==> src/logic/acsr_pkg.sv <==
// constants and types for the converter control and serial readout block
package acsr_pkg;

  localparam int unsigned CLK_PERIOD_NS = 4;
  localparam int unsigned CONV_TIME_NS  = 650;
  localparam int unsigned CONV_CYCLES   =
    (CONV_TIME_NS + CLK_PERIOD_NS - 1) / CLK_PERIOD_NS;
  localparam int unsigned PWRUP_TIME_US = 100;
  localparam int unsigned PWRUP_CYCLES  =
    (PWRUP_TIME_US * 1000 + CLK_PERIOD_NS - 1) / CLK_PERIOD_NS;

  localparam int unsigned RESULT_BITS   = 12;
  localparam int unsigned CONV_CNT_W    = 8;
  localparam int unsigned FALL_CNT_W    = 4;
  localparam logic [FALL_CNT_W-1:0] FALLS_BUSY  = 4'hD;
  localparam logic [FALL_CNT_W-1:0] FALLS_PLAIN = 4'hC;
  localparam logic [FALL_CNT_W-1:0] SWR_MIN_FALL = 4'h2;
  localparam logic [FALL_CNT_W-1:0] SWR_MAX_FALL = 4'h8;
  localparam logic [CONV_CNT_W-1:0] CONV_LOAD =
    CONV_CNT_W'(CONV_CYCLES);

  typedef struct packed {
    logic sclk;
    logic cs_n;
    logic conv_start_n;
  } acsr_pins_t;

  localparam acsr_pins_t PINS_IDLE = '{sclk: 1'b0, cs_n: 1'b1,
                                       conv_start_n: 1'b1};

  typedef enum logic [1:0] {
    RD_IDLE     = 2'h0,
    RD_BUSY_LOW = 2'h1,
    RD_SHIFT    = 2'h3,
    RD_DONE     = 2'h2
  } acsr_rd_state_t;

endpackage : acsr_pkg

==> src/logic/acsr_top.sv <==
// converter control, power mode and serial result readout
// Notes on behaviour
// - interface is serial clock, three-state data, conversion start, chip select
// - chip select fall drives data out when no conversion is running; chip select rise floats it
// - chip select low at end of conversion selects busy-indicator mode
// - conversion start fall begins conversion and holds the input sample
// - conversion lasts 650 ns; track resumes at completion
// - busy mode drives data low at end of conversion
// - busy mode: first clock fall shows msb, eleven bits follow msb first
// - busy-mode read is 13 clocks, 13th fall floats data
// - busy mode releases data on 13th clock fall
// - bits change on clock falls; host samples on next clock edge
// - plain mode: msb shown at chip select fall, rest on clock falls
// - plain mode releases data on 12th clock fall
// - chip select rise after falls two to eight requests software reset
// - requested software reset executes at the next end of conversion
// - conversion start low at completion enters power-down; readout works
// - conversion start rise begins 100 us power-up
`timescale 1ns/1ns
`default_nettype none
module acsr_top
  import acsr_pkg::*;
#(
  parameter int unsigned PWRUP_CNT = acsr_pkg::PWRUP_CYCLES
)
(
  input  wire  logic                   clk_in,
  input  wire  logic                   rst_in,
  input  wire  logic                   ce_in,
  input  wire  acsr_pkg::acsr_pins_t   pins_in,
  input  wire  logic [11:0]            sample_in,
  output logic                         serial_result_out,
  output logic                         serial_result_oe_n_out,
  output logic                         track_out,
  output logic                         power_down_out,
  output logic                         soft_reset_out
);
  import acsr_pkg::*;

  localparam int unsigned PU_W = $clog2(PWRUP_CNT + 1);
  localparam logic [PU_W-1:0] PU_LOAD = PU_W'(PWRUP_CNT);

  acsr_pins_t                  pin_meta;
  acsr_pins_t                  pin_sync;
  acsr_pins_t                  pin_prev;
  logic [CONV_CNT_W-1:0]       conv_cnt;
  logic [PU_W-1:0]             pu_cnt;
  logic [RESULT_BITS-1:0]      held;
  logic [RESULT_BITS-1:0]      shift_reg;
  logic [FALL_CNT_W-1:0]       fall_cnt;
  logic [FALL_CNT_W-1:0]       fall_limit;
  logic                        swr_pending;
  acsr_rd_state_t              rd_state;

  logic sclk_fall;
  logic cs_fall;
  logic cs_rise;
  logic conv_fall;
  logic conv_rise;
  logic eoc;
  logic swr_hit;

  // pins come from the host's domain: two flops before any use
  always_ff @(posedge clk_in)
  begin
    if (rst_in)
    begin
      pin_meta <= PINS_IDLE;
      pin_sync <= PINS_IDLE;
      pin_prev <= PINS_IDLE;
    end
    else if (ce_in)
    begin
      pin_meta <= pins_in;
      pin_sync <= pin_meta;
      pin_prev <= pin_sync;
    end
  end

  assign sclk_fall = pin_prev.sclk & ~pin_sync.sclk;
  assign cs_fall   = pin_prev.cs_n & ~pin_sync.cs_n;
  assign cs_rise   = ~pin_prev.cs_n & pin_sync.cs_n;
  assign conv_fall = pin_prev.conv_start_n & ~pin_sync.conv_start_n;
  assign conv_rise = ~pin_prev.conv_start_n & pin_sync.conv_start_n;
  assign eoc       = (conv_cnt == CONV_CNT_W'(1));
  // short-cycled read: chip select rises after falls two to eight
  assign swr_hit   = cs_rise && (rd_state == RD_SHIFT) &&
                     (fall_cnt >= SWR_MIN_FALL) &&
                     (fall_cnt <= SWR_MAX_FALL);

  // conversion timing and track-and-hold
  always_ff @(posedge clk_in)
  begin
    if (rst_in)
    begin
      conv_cnt  <= '0;
      track_out <= 1'b1;
      held      <= '0;
    end
    else if (ce_in)
    begin
      if (conv_cnt != '0)
      begin
        conv_cnt <= conv_cnt - CONV_CNT_W'(1);
        if (eoc)
          track_out <= 1'b1;
      end
      else if (conv_fall && !power_down_out)
      begin
        conv_cnt  <= CONV_LOAD;
        track_out <= 1'b0;
        held      <= sample_in;
      end
    end
  end

  // power mode: low start level at completion powers down
  always_ff @(posedge clk_in)
  begin
    if (rst_in)
    begin
      power_down_out <= 1'b0;
      pu_cnt         <= '0;
    end
    else if (ce_in)
    begin
      if (eoc && !pin_sync.conv_start_n)
      begin
        power_down_out <= 1'b1;
        pu_cnt         <= '0;
      end
      else if (pu_cnt != '0)
      begin
        pu_cnt <= pu_cnt - PU_W'(1);
        if (pu_cnt == PU_W'(1))
          power_down_out <= 1'b0;
      end
      else if (power_down_out && conv_rise)
        pu_cnt <= PU_LOAD;
    end
  end

  // software reset request, executed at the next completion
  always_ff @(posedge clk_in)
  begin
    if (rst_in)
    begin
      swr_pending    <= 1'b0;
      soft_reset_out <= 1'b0;
    end
    else if (ce_in)
    begin
      soft_reset_out <= eoc && swr_pending;
      if (swr_hit)
        swr_pending <= 1'b1;
      else if (eoc)
        swr_pending <= 1'b0;
    end
  end

  // serial readout; the data pin drives only between framing edges
  always_ff @(posedge clk_in)
  begin
    if (rst_in)
    begin
      rd_state               <= RD_IDLE;
      shift_reg              <= '0;
      fall_cnt               <= '0;
      fall_limit             <= FALLS_PLAIN;
      serial_result_out      <= 1'b0;
      serial_result_oe_n_out <= 1'b1;
    end
    else if (ce_in)
    begin
      if (eoc)
      begin
        shift_reg <= held;
        fall_cnt  <= '0;
        if (!pin_sync.cs_n)
        begin
          rd_state               <= RD_BUSY_LOW;
          fall_limit             <= FALLS_BUSY;
          serial_result_out      <= 1'b0;
          serial_result_oe_n_out <= 1'b0;
        end
        else
        begin
          rd_state               <= RD_IDLE;
          fall_limit             <= FALLS_PLAIN;
          serial_result_oe_n_out <= 1'b1;
        end
      end
      else if (cs_rise)
      begin
        rd_state               <= RD_IDLE;
        serial_result_oe_n_out <= 1'b1;
      end
      else
      begin
        case (rd_state)
          RD_IDLE:
          begin
            // a frame opened mid-conversion would corrupt the busy line
            if (cs_fall && conv_cnt == '0)
            begin
              rd_state               <= RD_SHIFT;
              fall_cnt               <= '0;
              fall_limit             <= FALLS_PLAIN;
              serial_result_out      <= shift_reg[RESULT_BITS-1];
              shift_reg              <= shift_reg << 1;
              serial_result_oe_n_out <= 1'b0;
            end
          end
          RD_BUSY_LOW:
          begin
            if (sclk_fall)
            begin
              rd_state          <= RD_SHIFT;
              fall_cnt          <= FALL_CNT_W'(1);
              serial_result_out <= shift_reg[RESULT_BITS-1];
              shift_reg         <= shift_reg << 1;
            end
          end
          RD_SHIFT:
          begin
            if (sclk_fall)
            begin
              fall_cnt <= fall_cnt + FALL_CNT_W'(1);
              if (fall_cnt + FALL_CNT_W'(1) == fall_limit)
              begin
                rd_state               <= RD_DONE;
                serial_result_oe_n_out <= 1'b1;
              end
              else
              begin
                serial_result_out <= shift_reg[RESULT_BITS-1];
                shift_reg         <= shift_reg << 1;
              end
            end
          end
          RD_DONE:
          begin
            rd_state <= RD_DONE;
          end
          default:
          begin
            rd_state               <= RD_IDLE;
            serial_result_oe_n_out <= 1'b1;
          end
        endcase
      end
    end
  end

endmodule : acsr_top
`default_nettype wire

==> config.mk <==
export PLATFORM = sky130hd
export DESIGN_NAME = acsr_top
export DESIGN_NICKNAME = d
export VERILOG_FILES = /design/src/logic/acsr_pkg.sv /design/src/logic/acsr_top.sv
export SDC_FILE = /design/constraint.sdc
export NUM_CORES = 1
export LEC_CHECK = 0
export BUFFER_PORTS_ARGS = -buffer_cell sky130_fd_sc_hd__buf_2
export CAP_MARGIN = 30
export CORE_AREA = 4 4 99 101
export CTS_CLUSTER_SIZE = 28
export DETAILED_ROUTE_END_ITERATION = 8
export DIE_AREA = 0 0 103 105
export REMOVE_ABC_BUFFERS = 1
export SLEW_MARGIN = 10
export SYNTH_ARGS = -nofsm -noshare
export SYNTH_HDL_FRONTEND = slang
export SYNTH_SLANG_ARGS = --single-unit
==> constraint.sdc <==
create_clock -name clk_in -period 2.3 [get_ports clk_in]
set_input_delay 0.23 -clock clk_in [delete_from_list [all_inputs] [get_ports clk_in]]
set_output_delay 0.23 -clock clk_in [all_outputs]
set_load 0.05 [all_outputs]
==> impl_metrics.yaml <==
synth:
  yosysUniqueCellTypes: 62
  netlist_area_um2: 3530
  ys_ff_latch: 69
  yosysTopAreaCellShare_pct: 39.1
  synth_adder_area_share_pct: 3.90
  synthCells: 427
  synth_top_family_by_area: "simple AND/OR/NAND/NOR gates"
  synth_mux_area_share_pct: 2.27
  synth-seq-area-share_pct: 39.1
  synth_xor_area_share_pct: 2.73
  synth-compound-area-share_pct: 20.8
  synth.area.top_cells: "dfxtp_1 (39%), nand2_1 (7.4%), nor2_1 (5.2%), a21oi_1 (4.8%), ha_1 (3.9%)"
  synth_edf_count: 0
  synthSimpleGateAreaFrac_pct: 26.3
  synth.avg_cell_area_um2: 8.27
  synth_top_area_cell: "dfxtp_1"
  ys.flop_type: "dfxtp_1"
  async_flop_share_pct: 0
  yosysWarningCount: 0
placement:
  dpl.hpwl_um: 5600
  io_buffer_count: 22
  gp_congestion: 0.803
  dp_cells: 556
  placed_area_um2: 3820
  pre_cts_slack_ns: 0.131
floorplanning:
  die_h_um: 105
  io_pins: 23
  fp.coreArea_um2: 9020
  start_util_pct: 39.1
  die_w_um: 103
  num_rows: 35
  dieArea_um2: 10800
sta:
  final-hold-violation-count: 0
  tns_ns: 0
  finalClockSkew_ns: 0.0135
  timing.final.ws_setup_ns: 0.177
  slew_viol_final: 0
  setup_viol: 0
  worstMarginPinSlew_ns: 0.462
  fin_crit_ns: 2.12
  whs_ns: 0.100
  max_freq_mhz: 471
  fin_crit_sh_pct: 92.3
  slew_headroom_pct: 69.1
  rsz0062_at_grt: "no"
clocking:
  cts_tree: "built"
  cts_made_buffers: 9
  h-tree-depth: 3
  clk_pin_slew_worst_paths_ns: 0.08
  insertion_delay_ns: 0.34
  cts_root_buffer: "clkbuf_8"
  cts_sinks: 69
  cts_buffer_depth: 2
routing:
  drtPass1Iterations: 4
  final_antenna_net_count: 0
  wire_per_inst_um: 13.6
  drt_iter0_markers: 130
  post-route-drc-count: 0
  vias: 3072
  wirelength_um: 7830
  viasPerCell: 5.33
power_and_ir_drop:
  power_frac_seq_pct: 32.9
  peakVddDrop_mv: 0.878
  leakagePower_nw: 1.54
  finalPower_mw: 5.37
  p_int_mw: 3.14
  pwr_density_cell_nw_per_um2: 1320
  pwr-share-clk_pct: 19.1
  p_switching_mw: 2.23
  pwr-share-comb_pct: 48.0
  p_sw_share_pct: 41.6
final_layout:
  drive_gt1_share_pct: 16.8
  final_common_cell: "nand2_1"
  finalNetCount: 489
  fin_util_pct: 45.1
  final_cell_mix: "nand2_1 (70), dfxtp_1 (69), nor2_1 (49)"
  syn_to_final_growth_pct: 15.2
  final_cells: 576
  insertedDiodeCount: 0
  design_area_um2: 4070
  largest_register_ffs: 15
setup_path:
  crit_required_ns: 2.52
  worstReg2RegStart: "pu_cnt[0]"
  cp-startpoint: "pu_cnt[0]"
  critPathKind: "flip-flop to flip-flop"
  cp_max_fo: 8
  critPathLaunchType: "flip-flop"
  arrival_ns: 2.34
  cp-end-kind: "flip-flop"
grt:
  grt_use_total_pct: 15.2
  grt_max_degree: 25
  grt_pass1_wl_um: 13400
  antenna_found_initial: 0
  grt_overflow: 0
  grt_pass1_vias: 2911
flow_run:
  cap_violations: 0
min_path:
  min-delay-start: "pins_in[0]"
  min_path_type: "input pin to flip-flop"
run_status:
  outcome: "complete, no violations"
metal layers:
metal	GRT usage, %	part of all wire [%]	up-vias
met5	0	0	-
met4	5.37	1.3	0
met3	3.47	2.8	9
met2	23.2	47	39
met1	20.7	49	1434
li1	-	-	1590
synthesized netlist by cell type, types with 2 or more instances:
cell type,n
o31a_1,2
a31oi_1,2
nand2_1,70
ha_1,11
a311oi_1,15
dfxtp_1,69
o21ai_0,11
and3b_1,2
nand2b_1,2
clkbuf_1,16
xnor2_1,4
nor4_1,3
a21o_1,3
nor2b_1,9
a22oi_1,2
a21oi_1,34
buf_2,3
buf_4,2
o31ai_1,3
xor2_1,7
o21bai_1,3
nor3_1,18
and2_1,2
nand4_1,4
a221oi_1,2
buf_6,2
nand3_1,5
inv_1,15
or3_1,6
nor2_1,49
or4_1,3
nor3_2,2
mux2i_1,8
a211o_1,5
a211oi_1,6
critical path, stage by stage (launching register included):
cell and delay (ns):
dfxtp_1 0.36, inv_1 0.09, ha_1 0.17, nor4b_1 0.31
nand4_2 0.28, o31a_1 0.44, nand3_2 0.13, xor2_1 0.16
nor2_1 0.06
final cells by class:
type	instances	area [um^2]
fill	905	4950
multi-input combinational	319	1980
sequential	69	1380
timing repair buffer	45	295
clock buffer	11	151
tap	111	139
inverter	16	60.1
clock inverter	5	58.8
power groups by stage:
stage               registers (mW)  clock network [mW]  logic [mW]
floorplan                     1.76                   0        1.84
global placement              1.79                   0        2.45
detailed placement            1.80                   0        2.49
CTS                           1.77                1.06        2.50
global route                  1.82                1.11        2.91
finish                        1.77                1.03        2.58
path summary, 6_finish.rpt:
check | to | slack (ns) | cells past startpoint
worst min-delay path | pin_meta[0] | 0.10 | 2
worst max-delay path | pu_cnt[10] | 0.18 | 8
worst max register to register | pu_cnt[10] | 0.18 | 8
worst min register to register | soft_reset_out | 0.45 | 2
repair_timing:
action	4_1_cts	5_1_grt
endpoints found under the setup margin	0	15
buffers inserted	0	4
gates resized for setup	0	2
hold buffers	0	0
kinds of logic after synthesis:
logic type / after synthesis
AND/OR/NAND/NOR: 187
AO/OA/AOI/OAI: 102
flip-flops: 69
buffers and inverters: 39
XOR/XNOR: 11
adder cells (fa/ha/maj): 11
multiplexers: 8
Note: power is estimated with default switching activity, not from simulation.
